File: src/usr_pkg.sv
package usr_pkg;
	// Register offsets
	localparam logic [2:0] ADR_DATA = 3'h0;
	localparam logic [2:0] ADR_STA  = 3'h1;
	localparam logic [2:0] ADR_CTB  = 3'h2;
	localparam logic [2:0] ADR_FMT  = 3'h3;
	localparam logic [2:0] ADR_DIVL = 3'h4;
	localparam logic [2:0] ADR_DIVH = 3'h5;
	// status_and_speed_ctrl fields
	localparam int SA_RXC  = 7;
	localparam int SA_TXC  = 6;
	localparam int SA_UDRE = 5;
	localparam int SA_FE   = 4;
	localparam int SA_DOR  = 3;
	localparam int SA_PE   = 2;
	localparam int SA_U2X  = 1;
	localparam int SA_MPCM = 0;
	// irq_and_enable_ctrl fields
	localparam int CB_RXIE = 7;
	localparam int CB_TXIE = 6;
	localparam int CB_UEIE = 5;
	localparam int CB_RXEN = 4;
	localparam int CB_TXEN = 3;
	localparam int CB_SZH  = 2;
	localparam int CB_RX9  = 1;
	localparam int CB_TX9  = 0;
	// frame_format_ctrl fields
	localparam int FC_MODE = 6;
	localparam int FC_PAR  = 4;
	localparam int FC_STOP = 3;
	localparam int FC_SZL  = 1;
	localparam int FC_POL  = 0;
	// Reset values, mode and size codes
	localparam logic [7:0] FMT_RST  = 8'h06;
	localparam logic [7:0] CTB_RST  = 8'h00;
	localparam logic [1:0] MODE_SYN = 2'h1;
	localparam logic [2:0] SZ_NINE  = 3'h7;
	// Samples per bit minus one, normal and double speed
	localparam logic [3:0] SUB_NORM = 4'hf;
	localparam logic [3:0] SUB_DBL  = 4'h7;

	typedef enum logic [2:0] {
		ST_IDLE  = 3'b000,
		ST_START = 3'b001,
		ST_DATA  = 3'b011,
		ST_PAR   = 3'b010,
		ST_STOP  = 3'b110
	} usr_st_t;

	typedef struct packed {
		logic [8:0] data;
		logic       fe;
		logic       pe;
	} usr_rx_ent_t;
endpackage

File: src/usr_core.sv
// Summary of operation
// - Data writes fill the transmit buffer; data reads return oldest receive entry.
// - Short characters ignore upper transmit bits and receive them as zeros.
// - Buffer-empty flag is one after reset; writes while zero are dropped.
// - Enabled transmitter loads buffered data into an empty shifter, then shifts out.
// - Receive buffer is a two-entry FIFO advanced by each data read while it holds data.
// - Receive-complete flag is high exactly while the receive FIFO holds data.
// - Transmit-complete sets after last frame with empty buffer; ack or one clears.
// - Frame error reports a zero first stop bit of the head character.
// - Overrun sets on a start bit with full FIFO and waiting character.
// - Parity error reports a checked parity mismatch of the head character.
// - Double speed uses eight samples per bit instead of sixteen, async only.
// - Address filtering drops frames whose frame-type bit is zero.
// - Each interrupt request needs its enable, global enable and its flag.
// - Receiver enable owns input pin; disable flushes FIFO and error flags.
// - Transmitter disable waits for empty shifter and buffer before releasing pin.
// - Mode field selects synchronous with code one; every other code runs asynchronous.
// - Parity field selects none, even or odd; transmit appends, receive checks.
// - Stop select gives one or two transmit stop bits; receiver ignores it.
// - Size bits select five to eight or nine bit characters both directions.
// - Sync polarity picks link-clock edges for transmit change and receive sample.
// - Twelve-bit divisor; low byte write reloads the prescaler at once.
// - Frame-type bit one marks address frames, zero marks data frames.
`timescale 1ns/100ps
module usr_core
	import usr_pkg::*;
(
	input  wire logic       i_mclk,    // System clock
	input  wire logic       i_rst_b,   // Async reset, low
	input  wire logic       i_ce,      // Clock enable
	input  wire logic [2:0] i_addr,    // Register offset
	input  wire logic [7:0] i_wdata,   // Write data
	input  wire logic       i_wr,      // Write strobe
	input  wire logic       i_rd,      // Read strobe
	output logic      [7:0] o_rdata,   // Read data, next cycle
	input  wire logic       i_gie,     // Global interrupt enable
	input  wire logic       i_txc_ack, // Tx-done interrupt served
	input  wire logic       i_rxd,     // serial_in_pin
	input  wire logic       i_xck,     // sync_link_clock input
	output logic            o_txd,     // serial_out_pin
	output logic            o_txd_en,  // Transmitter owns pin
	output logic            o_rxd_en,  // Receiver owns pin
	output logic            o_irq_rx,  // Rx-done request
	output logic            o_irq_tx,  // Tx-done request
	output logic            o_irq_ue   // Tx-empty request
);
	logic [7:0]  ctb_r, ctb_nxt, fmt_r, fmt_nxt, rdata_r, rdata_nxt;
	logic [11:0] div_r, div_nxt;
	logic        u2x_r, u2x_nxt, mpcm_r, mpcm_nxt, txc_r, txc_nxt;
	logic        tbv_r, tbv_nxt, own_r, own_nxt, txd_r, txd_nxt;
	logic        tpar_r, tpar_nxt, tsec_r, tsec_nxt, xck_q;
	logic [8:0]  tb_r, tb_nxt, tsh_r, tsh_nxt;
	logic [3:0]  tsub_r, tsub_nxt, tbit_r, tbit_nxt;
	usr_st_t     tst_r, tst_nxt, rst_r, rst_nxt;
	usr_rx_ent_t fifo_r [2];
	usr_rx_ent_t fifo_nxt [2];
	usr_rx_ent_t pend_r, pend_nxt, ent;
	logic        pv_r, pv_nxt, rptr_r, rptr_nxt, dor_r, dor_nxt;
	logic        rpe_r, rpe_nxt, pop, done, accept, flush;
	logic [1:0]  cnt_r, cnt_nxt;
	logic [8:0]  rsh_r, rsh_nxt, mask;
	logic [3:0]  rsub_r, rsub_nxt, rbit_r, rbit_nxt, nlast, sublast;
	logic        tick, sync, par_en, odd, tedge, redge, tbend, rsamp, rxc, udre;
	logic [2:0]  size;
	logic        div_load;

	assign size = {ctb_r[CB_SZH], fmt_r[FC_SZL +: 2]};
	assign sync = (fmt_r[FC_MODE +: 2] == MODE_SYN);
	assign par_en = fmt_r[FC_PAR + 1];
	assign odd = fmt_r[FC_PAR];
	assign sublast = (u2x_r && !sync) ? SUB_DBL : SUB_NORM;
	assign rxc = (cnt_r != 2'h0);
	assign udre = !tbv_r;
	assign div_load = i_wr && (i_addr == ADR_DIVL);
	assign pop = i_rd && (i_addr == ADR_DATA) && rxc;
	assign flush = !ctb_r[CB_RXEN];

	// Character length and data mask
	always_comb begin
		if (size == SZ_NINE) begin
			nlast = 4'h8;
		end else if (size[2]) begin
			nlast = 4'h7;
		end else begin
			nlast = {2'b01, size[1:0]} + 4'h0;
		end
		mask = 9'h1ff >> (4'h8 - nlast);
	end

	// Link-clock edges; pins are synchronous to i_mclk
	assign tedge = fmt_r[FC_POL] ? (xck_q && !i_xck) : (!xck_q && i_xck);
	assign redge = fmt_r[FC_POL] ? (!xck_q && i_xck) : (xck_q && !i_xck);
	assign tbend = sync ? tedge : (tick && tsub_r == sublast);
	assign rsamp = sync ? redge : (tick && rsub_r == sublast);

	usr_baud_gen u_baud (
		.i_mclk  (i_mclk),
		.i_rst_b (i_rst_b),
		.i_ce    (i_ce),
		.i_div   (div_nxt),
		.i_load  (div_load),
		.o_tick  (tick)
	);

	// Registers, bus and transmitter
	always_comb begin
		ctb_nxt = ctb_r;
		fmt_nxt = fmt_r;
		div_nxt = div_r;
		u2x_nxt = u2x_r;
		mpcm_nxt = mpcm_r;
		txc_nxt = txc_r;
		tbv_nxt = tbv_r;
		tb_nxt = tb_r;
		own_nxt = own_r;
		txd_nxt = txd_r;
		tpar_nxt = tpar_r;
		tsec_nxt = tsec_r;
		tsh_nxt = tsh_r;
		tsub_nxt = tsub_r;
		tbit_nxt = tbit_r;
		tst_nxt = tst_r;
		rdata_nxt = 8'h00;
		if (i_rd) begin
			if (i_addr == ADR_DATA) begin
				rdata_nxt = fifo_r[rptr_r].data[7:0];
			end else if (i_addr == ADR_STA) begin
				rdata_nxt = {rxc, txc_r, udre, fifo_r[rptr_r].fe && rxc,
					dor_r, fifo_r[rptr_r].pe && rxc, u2x_r, mpcm_r};
			end else if (i_addr == ADR_CTB) begin
				rdata_nxt = ctb_r;
				rdata_nxt[CB_RX9] = fifo_r[rptr_r].data[8];
			end else if (i_addr == ADR_FMT) begin
				rdata_nxt = fmt_r;
			end else if (i_addr == ADR_DIVL) begin
				rdata_nxt = div_r[7:0];
			end else if (i_addr == ADR_DIVH) begin
				rdata_nxt = {4'h0, div_r[11:8]};
			end
		end
		if (i_txc_ack) begin
			txc_nxt = 1'b0;
		end
		if (i_wr) begin
			if (i_addr == ADR_DATA) begin
				if (udre) begin
					tb_nxt = {ctb_r[CB_TX9], i_wdata};
					tbv_nxt = 1'b1;
				end
			end else if (i_addr == ADR_STA) begin
				u2x_nxt = i_wdata[SA_U2X];
				mpcm_nxt = i_wdata[SA_MPCM];
				if (i_wdata[SA_TXC]) begin
					txc_nxt = 1'b0;
				end
			end else if (i_addr == ADR_CTB) begin
				ctb_nxt = i_wdata;
				ctb_nxt[CB_RX9] = 1'b0;
			end else if (i_addr == ADR_FMT) begin
				fmt_nxt = i_wdata;
			end else if (i_addr == ADR_DIVL) begin
				div_nxt[7:0] = i_wdata;
			end else if (i_addr == ADR_DIVH) begin
				div_nxt[11:8] = i_wdata[3:0];
			end
		end
		if (!sync && tst_r != ST_IDLE && tick) begin
			tsub_nxt = (tsub_r == sublast) ? 4'h0 : tsub_r + 4'h1;
		end
		case (tst_r)
			ST_IDLE: begin
				txd_nxt = 1'b1;
				if (own_r && tbv_r) begin
					tsh_nxt = tb_r & mask;
					tpar_nxt = ^(tb_r & mask) ^ odd;
					tbv_nxt = 1'b0;
					tsub_nxt = 4'h0;
					txd_nxt = 1'b0;
					tst_nxt = ST_START;
				end else if (!ctb_r[CB_TXEN]) begin
					own_nxt = 1'b0;
				end
			end
			ST_START: begin
				if (tbend) begin
					txd_nxt = tsh_r[0];
					tbit_nxt = 4'h0;
					tst_nxt = ST_DATA;
				end
			end
			ST_DATA: begin
				if (tbend) begin
					if (tbit_r == nlast) begin
						txd_nxt = par_en ? tpar_r : 1'b1;
						tsec_nxt = 1'b0;
						tst_nxt = par_en ? ST_PAR : ST_STOP;
					end else begin
						tsh_nxt = tsh_r >> 1;
						txd_nxt = tsh_r[1];
						tbit_nxt = tbit_r + 4'h1;
					end
				end
			end
			ST_PAR: begin
				if (tbend) begin
					txd_nxt = 1'b1;
					tst_nxt = ST_STOP;
				end
			end
			ST_STOP: begin
				if (tbend) begin
					if (fmt_r[FC_STOP] && !tsec_r) begin
						tsec_nxt = 1'b1;
					end else begin
						tst_nxt = ST_IDLE;
						if (!tbv_nxt) begin
							txc_nxt = 1'b1;
						end
					end
				end
			end
			default: begin
				tst_nxt = ST_IDLE;
			end
		endcase
		if (ctb_nxt[CB_TXEN]) begin
			own_nxt = 1'b1;
		end
	end

	always_ff @(posedge i_mclk or negedge i_rst_b) begin
		if (!i_rst_b) begin
			ctb_r <= CTB_RST;
			fmt_r <= FMT_RST;
			div_r <= 12'h000;
			u2x_r <= 1'b0;
			mpcm_r <= 1'b0;
			txc_r <= 1'b0;
			tbv_r <= 1'b0;
			tb_r <= 9'h000;
			own_r <= 1'b0;
			txd_r <= 1'b1;
			tpar_r <= 1'b0;
			tsec_r <= 1'b0;
			tsh_r <= 9'h000;
			tsub_r <= 4'h0;
			tbit_r <= 4'h0;
			tst_r <= ST_IDLE;
			rdata_r <= 8'h00;
			xck_q <= 1'b0;
		end else if (i_ce) begin
			ctb_r <= ctb_nxt;
			fmt_r <= fmt_nxt;
			div_r <= div_nxt;
			u2x_r <= u2x_nxt;
			mpcm_r <= mpcm_nxt;
			txc_r <= txc_nxt;
			tbv_r <= tbv_nxt;
			tb_r <= tb_nxt;
			own_r <= own_nxt;
			txd_r <= txd_nxt;
			tpar_r <= tpar_nxt;
			tsec_r <= tsec_nxt;
			tsh_r <= tsh_nxt;
			tsub_r <= tsub_nxt;
			tbit_r <= tbit_nxt;
			tst_r <= tst_nxt;
			rdata_r <= rdata_nxt;
			xck_q <= i_xck;
		end
	end

	// Receiver and two-entry FIFO
	always_comb begin
		fifo_nxt = fifo_r;
		pend_nxt = pend_r;
		pv_nxt = pv_r;
		rptr_nxt = rptr_r ^ pop;
		cnt_nxt = cnt_r - {1'b0, pop};
		dor_nxt = dor_r && !pop;
		rpe_nxt = rpe_r;
		rsh_nxt = rsh_r;
		rsub_nxt = rsub_r;
		rbit_nxt = rbit_r;
		rst_nxt = rst_r;
		done = 1'b0;
		ent = '{data: rsh_r, fe: !i_rxd, pe: rpe_r};
		accept = !mpcm_r || ((nlast == 4'h8) ? rsh_r[8] : i_rxd);
		if (!sync && rst_r != ST_IDLE && tick) begin
			rsub_nxt = (rsub_r == sublast) ? 4'h0 : rsub_r + 4'h1;
		end
		case (rst_r)
			ST_IDLE: begin
				if ((sync && redge) || (!sync && tick)) begin
					if (!i_rxd) begin
						rsh_nxt = 9'h000;
						rsub_nxt = 4'h0;
						rbit_nxt = 4'h0;
						rst_nxt = sync ? ST_DATA : ST_START;
						if (cnt_r == 2'h2 && pv_r) begin
							dor_nxt = 1'b1;
						end
					end
				end
			end
			ST_START: begin
				if (tick && rsub_r == (sublast >> 1)) begin
					rsub_nxt = 4'h0;
					rst_nxt = i_rxd ? ST_IDLE : ST_DATA;
				end
			end
			ST_DATA: begin
				if (rsamp) begin
					rsh_nxt[rbit_r] = i_rxd;
					rbit_nxt = rbit_r + 4'h1;
					if (rbit_r == nlast) begin
						rst_nxt = par_en ? ST_PAR : ST_STOP;
						rpe_nxt = 1'b0;
					end
				end
			end
			ST_PAR: begin
				if (rsamp) begin
					rpe_nxt = i_rxd != (^rsh_r ^ odd);
					rst_nxt = ST_STOP;
				end
			end
			ST_STOP: begin
				if (rsamp) begin
					done = accept;
					rst_nxt = ST_IDLE;
				end
			end
			default: begin
				rst_nxt = ST_IDLE;
			end
		endcase
		if (pv_r && cnt_nxt != 2'h2) begin
			fifo_nxt[rptr_nxt ^ cnt_nxt[0]] = pend_r;
			cnt_nxt = cnt_nxt + 2'h1;
			pv_nxt = 1'b0;
		end
		if (done) begin
			if (cnt_nxt != 2'h2) begin
				fifo_nxt[rptr_nxt ^ cnt_nxt[0]] = ent;
				cnt_nxt = cnt_nxt + 2'h1;
			end else if (!pv_nxt) begin
				pend_nxt = ent;
				pv_nxt = 1'b1;
			end
		end
		if (flush) begin
			cnt_nxt = 2'h0;
			pv_nxt = 1'b0;
			dor_nxt = 1'b0;
			rst_nxt = ST_IDLE;
		end
	end

	always_ff @(posedge i_mclk or negedge i_rst_b) begin
		if (!i_rst_b) begin
			fifo_r <= '{default: '0};
			pend_r <= '0;
			pv_r <= 1'b0;
			rptr_r <= 1'b0;
			cnt_r <= 2'h0;
			dor_r <= 1'b0;
			rpe_r <= 1'b0;
			rsh_r <= 9'h000;
			rsub_r <= 4'h0;
			rbit_r <= 4'h0;
			rst_r <= ST_IDLE;
		end else if (i_ce) begin
			fifo_r <= fifo_nxt;
			pend_r <= pend_nxt;
			pv_r <= pv_nxt;
			rptr_r <= rptr_nxt;
			cnt_r <= cnt_nxt;
			dor_r <= dor_nxt;
			rpe_r <= rpe_nxt;
			rsh_r <= rsh_nxt;
			rsub_r <= rsub_nxt;
			rbit_r <= rbit_nxt;
			rst_r <= rst_nxt;
		end
	end

	assign o_rdata = rdata_r;
	assign o_txd = own_r ? txd_r : 1'b1;
	assign o_txd_en = own_r;
	assign o_rxd_en = ctb_r[CB_RXEN];
	assign o_irq_rx = i_gie && ctb_r[CB_RXIE] && rxc;
	assign o_irq_tx = i_gie && ctb_r[CB_TXIE] && txc_r;
	assign o_irq_ue = i_gie && ctb_r[CB_UEIE] && udre;

	drop_full_a: assert property (@(posedge i_mclk) disable iff (!i_rst_b)
		(i_ce && i_wr && i_addr == ADR_DATA && tbv_r) |=> (tb_r == $past(tb_r)))
		else $error("Write into full buffer not dropped");
	load_shift_a: assert property (@(posedge i_mclk) disable iff (!i_rst_b)
		(i_ce && tst_r == ST_IDLE && own_r && tbv_r) |=> (tst_r == ST_START && !o_txd))
		else $error("Buffered data not loaded");
	rx_pop_a: assert property (@(posedge i_mclk) disable iff (!i_rst_b)
		(i_ce && pop && cnt_r == 2'h1 && !done && !pv_r) |=> !rxc)
		else $error("Data read did not empty FIFO");
	tx_done_a: assert property (@(posedge i_mclk) disable iff (!i_rst_b)
		(i_ce && tst_r == ST_STOP && tst_nxt == ST_IDLE && !tbv_nxt) |=> txc_r)
		else $error("Transmit complete not set");
	flush_rx_a: assert property (@(posedge i_mclk) disable iff (!i_rst_b)
		(i_ce && flush) |=> (!rxc && !dor_r))
		else $error("Receiver disable did not flush");
	pin_hold_a: assert property (@(posedge i_mclk) disable iff (!i_rst_b)
		(i_ce && own_r && (tst_r != ST_IDLE || tbv_r)) |=> own_r)
		else $error("Pin released with data pending");
	txc_ack_a: assert property (@(posedge i_mclk) disable iff (!i_rst_b)
		(i_ce && i_txc_ack && !(tst_r == ST_STOP && tst_nxt == ST_IDLE)) |=> !txc_r)
		else $error("Tx-done flag not cleared by ack");
	overrun_a: assert property (@(posedge i_mclk) disable iff (!i_rst_b)
		(i_ce && !flush && rst_r == ST_IDLE && rst_nxt != ST_IDLE && cnt_r == 2'h2
		&& pv_r) |=> dor_r)
		else $error("Overrun not flagged");
endmodule // usr_core

File: src/usr_baud_gen.sv
`timescale 1ns/100ps
module usr_baud_gen
	import usr_pkg::*;
(
	input  wire logic        i_mclk,  // System clock
	input  wire logic        i_rst_b, // Async reset, low
	input  wire logic        i_ce,    // Clock enable
	input  wire logic [11:0] i_div,   // Divisor value
	input  wire logic        i_load,  // Reload request
	output logic             o_tick   // One sample tick
);
	logic [11:0] cnt_r;
	logic [11:0] cnt_nxt;

	always_comb begin
		cnt_nxt = cnt_r;
		o_tick = 1'b0;
		if (i_load) begin
			cnt_nxt = i_div;
		end else if (cnt_r == 12'h000) begin
			cnt_nxt = i_div;
			o_tick = 1'b1;
		end else begin
			cnt_nxt = cnt_r - 12'h001;
		end
	end

	always_ff @(posedge i_mclk or negedge i_rst_b) begin
		if (!i_rst_b) begin
			cnt_r <= 12'h000;
		end else if (i_ce) begin
			cnt_r <= cnt_nxt;
		end
	end

	reload_a: assert property (@(posedge i_mclk) disable iff (!i_rst_b)
		(i_ce && i_load) |=> (cnt_r == $past(i_div)))
		else $error("Divisor reload missed");
endmodule // usr_baud_gen

File: config.mk
export PLATFORM = sky130hd
export DESIGN_NAME = usr_core
export DESIGN_NICKNAME = d
export VERILOG_FILES = /design/src/usr_pkg.sv /design/src/usr_core.sv /design/src/usr_baud_gen.sv
export SDC_FILE = /design/constraint.sdc
export NUM_CORES = 1
export LEC_CHECK = 0
export ABC_AREA = 1
export ABC_CLOCK_PERIOD_IN_PS = 3000
export BUFFER_PORTS_ARGS = -buffer_cell sky130_fd_sc_hd__clkbuf_2
export CORE_UTILIZATION = 30
export DETAILED_ROUTE_END_ITERATION = 12
export PLACE_DENSITY_LB_ADDON = 0.1
export REMOVE_ABC_BUFFERS = 1
export SYNTH_ARGS = -nofsm -noshare
export SYNTH_HDL_FRONTEND = slang
export SYNTH_SLANG_ARGS = --single-unit
File: constraint.sdc
create_clock -name i_mclk -period 3 [get_ports i_mclk]
set_input_delay 0.9 -clock i_mclk [delete_from_list [all_inputs] [get_ports i_mclk]]
set_output_delay 0.9 -clock i_mclk [all_outputs]
set_load 0.01 [all_outputs]
==> results.toml, run 1 <==
[outcome]
outcome = "finished clean"

[setup_path]
crit_type = "in -> out"
crit_fanout = 2
setup.worst_path.end_class = "output pin"
worstPathRequired_ps = 2100
cp-start-kind = "input port"
arrival_ps = 1690

[sta]
hold_violations = 0
fin_worst_skew_ps = 10.7
fin_crit_sh_pct = 86.4
grt_setup_unrepaired = "no"
worst_pin_slew_ps = 622
finalSetupViolations = 0
slew_headroom_pct = 58.2
drv_slew = 0
layout_min_cycle_time_ps = 2590
max_freq_mhz = 386

[clock_tree]
clkLatencyLatePin_ps = 440
clkTransAtPathRegs_ps = 70
cts_hold_buf = 0
cts.sink_count = 144
clock_path_buffers = 2
cts_buffers = 17
cts_setup_buffers = 0
cts_tree = "yes"
h-tree-depth = 4
cts_resized = 0
cts-root-buf = "clkbuf_16"

[floorplan]
die-area_um2 = 30000
die_y_um = 173
pin_count = 34
placementRows = 62
die_w_um = 173
core_um2 = 28800
start_util_pct = 30.6

[synthesis]
yosys-top-cells-count = "367 x nand2_1, 157 x inv_1, 141 x dfrtp_1"
avgSynthCellArea_um2 = 7.16
ys_ff_latch = 144
seq_area_frac_synth_pct = 41.0
synth_edf_count = 0
yosysTopAreaCellShare_pct = 40.1
syn-cell-area_um2 = 8800
synth_ff_type = "dfrtp_1"
async_flop_share_pct = 100
syn_inst = 1228
synth_most_common_cell = "nand2_1"
synth_cell_types = 47
yosys.area.top_type = "dfrtp_1"
yosys_warnings = 0
synthTopCellsByArea = "dfrtp_1 40%, nand2_1 16%, o21ai_0 7.1%"

[power]
p_total_w = 0.00682
power_density_nw_per_um2 = 670
vdd_drop_max_uv = 402
power_leakage_nw = 4.84

[drt]
dr.pass1.iters = 5
vias = 7959
drc = 0
postRouteAntennaNets = 0
drt_iter0_markers = 597
wl_per_cell_um = 16.2
drt-total-wl_mm = 27.0
viasPerCell = 4.77

[cells_and_area]
nNetsFinal = 1303
areaGrowthSynthToFinish_pct = 15.7
diodes = 0
drive_gt1_share_pct = 11.7
post-route-util_pct = 35.4

[global_route]
grt-ovfl-total = 0
grt_pass1_wl_mm = 44.3
antenna_found_initial = 0
grt_pass1_vias = 7761
track_usage_pct = 19.0
grt_max_degree = 59

[flow_run]
drv_cap = 0

[place]
routabilityCongestion = 0.870
port_buffers = 33
dp_hpwl_mm = 20.1

[worst_hold_path]
hold_path.class = "in -> async"
## routing by layer
metal  global-route usage (%)  up-vias  wire length [µm]
li1                         -     4099                 -
met1                     27.6     3693             13900
met2                     28.1      138             11600
met3                     3.79       29              1020
met4                     6.01        0               506
met5                        0        -                 0
## cell families (layout without fill, tap and decap cells)
| kind of cell | after synthesis | in the layout | synth area share [%] |
|---|---|---|---|
| and+or+nand+nor | 586 | 586 | 28.4 |
| muxes | 2 | 2 | 0.242 |
| DFF | 144 | 144 | 41.0 |
| xor gates and xnor gates | 24 | 24 | 2.39 |
| adders and majority gates | 9 | 9 | 1.28 |
| AOI/OAI and AO/OA | 262 | 262 | 17.7 |
| buffers and inverters | 201 | 258 | 8.99 |
## power breakdown
part / switching (W) / internal [W]
Clock: 0.000863 / 0.00134
Combinational: 0.00133 / 0.000674
Sequential: 0.000318 / 0.00230
## registers in the layout (all words and copies together), names as in the netlist, 2 cells and up
name / count
fifo_r: 22
div_r: 12
u_baud.cnt_r: 12
pend_r: 11
rsh_r: 9
tb_r: 9
tsh_r: 9
fmt_r: 8
o_rdata: 8
ctb_r: 7
rbit_r: 4
rsub_r: 4
tbit_r: 4
tsub_r: 4
rst_r: 3
tst_r: 3
cnt_r: 2
## final cells by class
type                            count  area (µm²)
Inverter                          160         601
Fill cell                        3053       18600
Clock buffer                       20         457
Multi-Input combinational cell    883        4400
Clock inverter                     10         138
Sequential cell                   144        3610
Tap cell                          384         480
Timing Repair Buffer               68         497
## cell usage in the layout, fill, tap and decap left out, drive strengths merged, types with 9 or more instances in the layout
master,instances
o21bai,24
o221ai,9
or2,9
buf,36
clkbuf,52
nor2,87
o22ai,12
nor3,9
xor2,18
dfrtp,141
ha,9
nand4,17
a31oi,12
o21ai,154
inv,159
nand2,375
a21oi,32
nand3,88
## final timing paths
kind | start | endpoint | slack [ps] | depth (start not counted)
setup / recovery | i_gie | o_irq_rx | 410 | 4
hold / removal | i_rst_b | tsh_r[2] | 410 | 1
setup reg to reg | cnt_r[1] | fifo_r[5] | 550 | 16
hold reg to reg | pend_r[5] | pend_r[5] | 480 | 2
max in group asynchronous | i_rst_b | fmt_r[2] | 1750 | 2
min in group i_mclk | pend_r[5] | pend_r[5] | 480 | 2
## worst max-delay path: stages
cell	delay, ps
clkbuf_2	130
inv_1	80
nor3_1	350
clkbuf_2	220
## through the flow
step	setup slack (ps)	std cells	area [µm²]	TNS, ps	hold slack [ps]
CTS	434	1669	10200	0	415
global route	206	1669	10200	0	428
global placement	65.8	1639	9590	0	462
finish	409	1669	10200	0	409
detailed placement	-16.2	1639	9590	-95.1	469
floorplan	-162	1187	8610	-3200	450
No activity file was read; power rests on OpenSTA's default activity.
==> run 2, diff against run 1 <==
--- a/config.mk
+++ b/config.mk
@@ -9,5 +9,5 @@
 export ABC_CLOCK_PERIOD_IN_PS = 3000
 export BUFFER_PORTS_ARGS = -buffer_cell sky130_fd_sc_hd__clkbuf_2
-export CORE_UTILIZATION = 30
+export CORE_UTILIZATION = 45
 export DETAILED_ROUTE_END_ITERATION = 12
 export PLACE_DENSITY_LB_ADDON = 0.1
==> constraint.sdc (replaced) <==
create_clock -name i_mclk -period 3 [get_ports i_mclk]
set_input_delay 0.15 -clock i_mclk [delete_from_list [all_inputs] [get_ports i_mclk]]
set_output_delay 0.15 -clock i_mclk [all_outputs]
set_load 0.01 [all_outputs]
==> run 2 against run 1 <==
Net effect:
- via count grew 2.0%
- largest power group unchanged
- die area shrank 33%
- critical endpoint is now fifo_r[9]
- clock power up 2%
- sequential power is essentially flat
- cell area shrank 2.4%
==> results.toml, run 2 (synthesis gave the netlist of run 1 again) <==
[outcome]
outcome = "finished clean"

[global_route]
track_usage_pct = 26.0
grt-ovfl-total = 0
grt_max_degree = 63
grt_pass1_vias = 7714
antenna_found_initial = 0
grt_pass1_wl_mm = 40.6

[clock_tree]
cts-root-buf = "clkbuf_16"
clkLatencyLatePin_ps = 430
clock_path_buffers = 2
cts_buffers = 17
h-tree-depth = 4
cts_tree = "yes"
clkTransAtPathRegs_ps = 70
cts.sink_count = 144

[drt]
viasPerCell = 5.29
drt_iter0_markers = 605
dr.pass1.iters = 5
wl_per_cell_um = 15.8
postRouteAntennaNets = 0
drt-total-wl_mm = 24.2
drc = 0
vias = 8116

[cells_and_area]
post-route-util_pct = 52.4
diodes = 0
largest_reg_flops = 22
final_common_cell = "nand2_1"
mostFrequentLayoutCells = "367 x nand2_1, 157 x inv_1, 141 x dfrtp_1, 124 x o21ai_0, 86 x nand3_1"
drive_gt1_share_pct = 10.5
nNetsFinal = 1290
areaGrowthSynthToFinish_pct = 12.9
top_register = "fifo_r"
final_area_um2 = 9930
top_regs = "fifo_r (22), div_r (12), u_baud.cnt_r (12)"
fill_cells = 1878

[place]
dp_hpwl_mm = 17.5
routabilityCongestion = 0.872
port_buffers = 33
dpl_cell_area_um2 = 9270

[setup_path]
worstPathRequired_ps = 3320
critPathLaunch = "cnt_r[1]"
crit_family = "simple AND/OR/NAND/NOR gates"
setup.worst_path.end_class = "flip-flop"
crit_path_frequent_cell = "nand2_1"
r2r_slack_ps = 400
crit_type = "reg -> reg"
cp_num_buf_inv = 2
crit_chain = "nor2_1 > inv_1 > nand2_1 > nor2_2 > ha_1 > nor2_1 > inv_1 > nand2_1 > nand2_1 > nand2_1 > o21ai_0 > o21bai_1 > nand3_1 > nand2_1"
max_stage_delay_ps = 420
cp_slowest_cell = "dfrtp_1"
arrival_ps = 2920
cp-start-kind = "flip-flop"
crit_fanout = 21
worstReg2RegStart = "cnt_r[1]"

[sta]
drv_slew = 0
finalSetupViolations = 0
whs_ps = 19.3
layout_min_cycle_time_ps = 2600
fin_crit_sh_pct = 86.8
max_freq_mhz = 384
timing.setup.tns_ps = 0
fin_worst_skew_ps = 11.7
worst_pin_slew_ps = 828
slew_headroom_pct = 44.7
hold_violations = 0
grt_setup_unrepaired = "no"

[floorplan]
die_y_um = 142
pin_count = 34
die-area_um2 = 20100
core_um2 = 19000
start_util_pct = 46.4
die_w_um = 142
placementRows = 50

[power]
power_leakage_nw = 4.77
vdd_drop_max_uv = 383
power_density_nw_per_um2 = 686

[worst_hold_path]
min_from = "i_wdata[2]"
hold_path.class = "in -> reg"

[flow_run]
drv_cap = 0
-- run 2: cell count changes in the layout (fill, tap and decap cells not counted), sizes merged --
| cell | change |
|---|---|
| buf | -18 |
| inv | +3 |
| clkinv | +3 |
| dlygate4sd3 | +5 |
| clkinvlp | -1 |
| clkbuf | -3 |
-- run 2: metal layers --
| metal | vias up | part of all wire (%) | GRT usage [%] | wire length [µm] |
|---|---|---|---|---|
| met5 | - | 0 | 0 | 0 |
| met4 | 0 | 1.8 | 7.92 | 445 |
| met3 | 34 | 4.3 | 4.29 | 1040 |
| met2 | 198 | 44 | 39.2 | 10600 |
| met1 | 3807 | 50 | 38.0 | 12100 |
| li1 | 4077 | - | - | - |
-- run 2: repair_timing --
action	in CTS	in global routing
buffers inserted	0	0
gates resized for setup	0	0
hold endpoints to repair	63	0
hold buffers	5	0
-- run 2: stage by stage --
| step | power [W] | std cells | worst slack [ps] |
|---|---|---|---|
| 2_1_floorplan | 0.00398 | 1187 | 442 |
| 4_1_cts | 0.00684 | 1534 | 416 |
| 6_report | 0.00681 | 1534 | 397 |
| 3_5_place_dp | 0.00459 | 1497 | 439 |
| 3_3_place_gp | 0.00456 | 1497 | 479 |
| 5_1_grt | 0.00729 | 1534 | 18.0 |
-- run 2: final timing paths --
kind | end | depth (start not counted)
setup reg to reg | fifo_r[9] | 14
min in group asynchronous | tsh_r[2] | 2
hold / removal | div_r[2] | 3
setup / recovery | fifo_r[9] | 14
hold reg to reg | pend_r[5] | 2
max in group asynchronous | fmt_r[6] | 3
-- run 2: power breakdown --
part	switching (W)	internal, W	total [W]	leakage, nW
combinational	0.00130	0.000667	0.00196	2.58
sequential	0.000314	0.00230	0.00261	1.88
clock	0.000918	0.00132	0.00224	0.299
-- run 2: layout make-up --
cell class / instances / area (µm²) / area share (%)
sequential: 144 / 3610 / 36.3
multi-input combinational: 883 / 4400 / 44.3
inverter: 160 / 601 / 6.05
timing repair buffer: 55 / 387 / 3.89
clock inverter: 15 / 185 / 1.86
clock buffer: 17 / 425 / 4.28
tap: 260 / 325 / 3.28
-- run 2: tightest hold or removal path: stages --
cell and delay [ps]:
clkbuf_2 140, nand2_1 60, o21ai_0 70
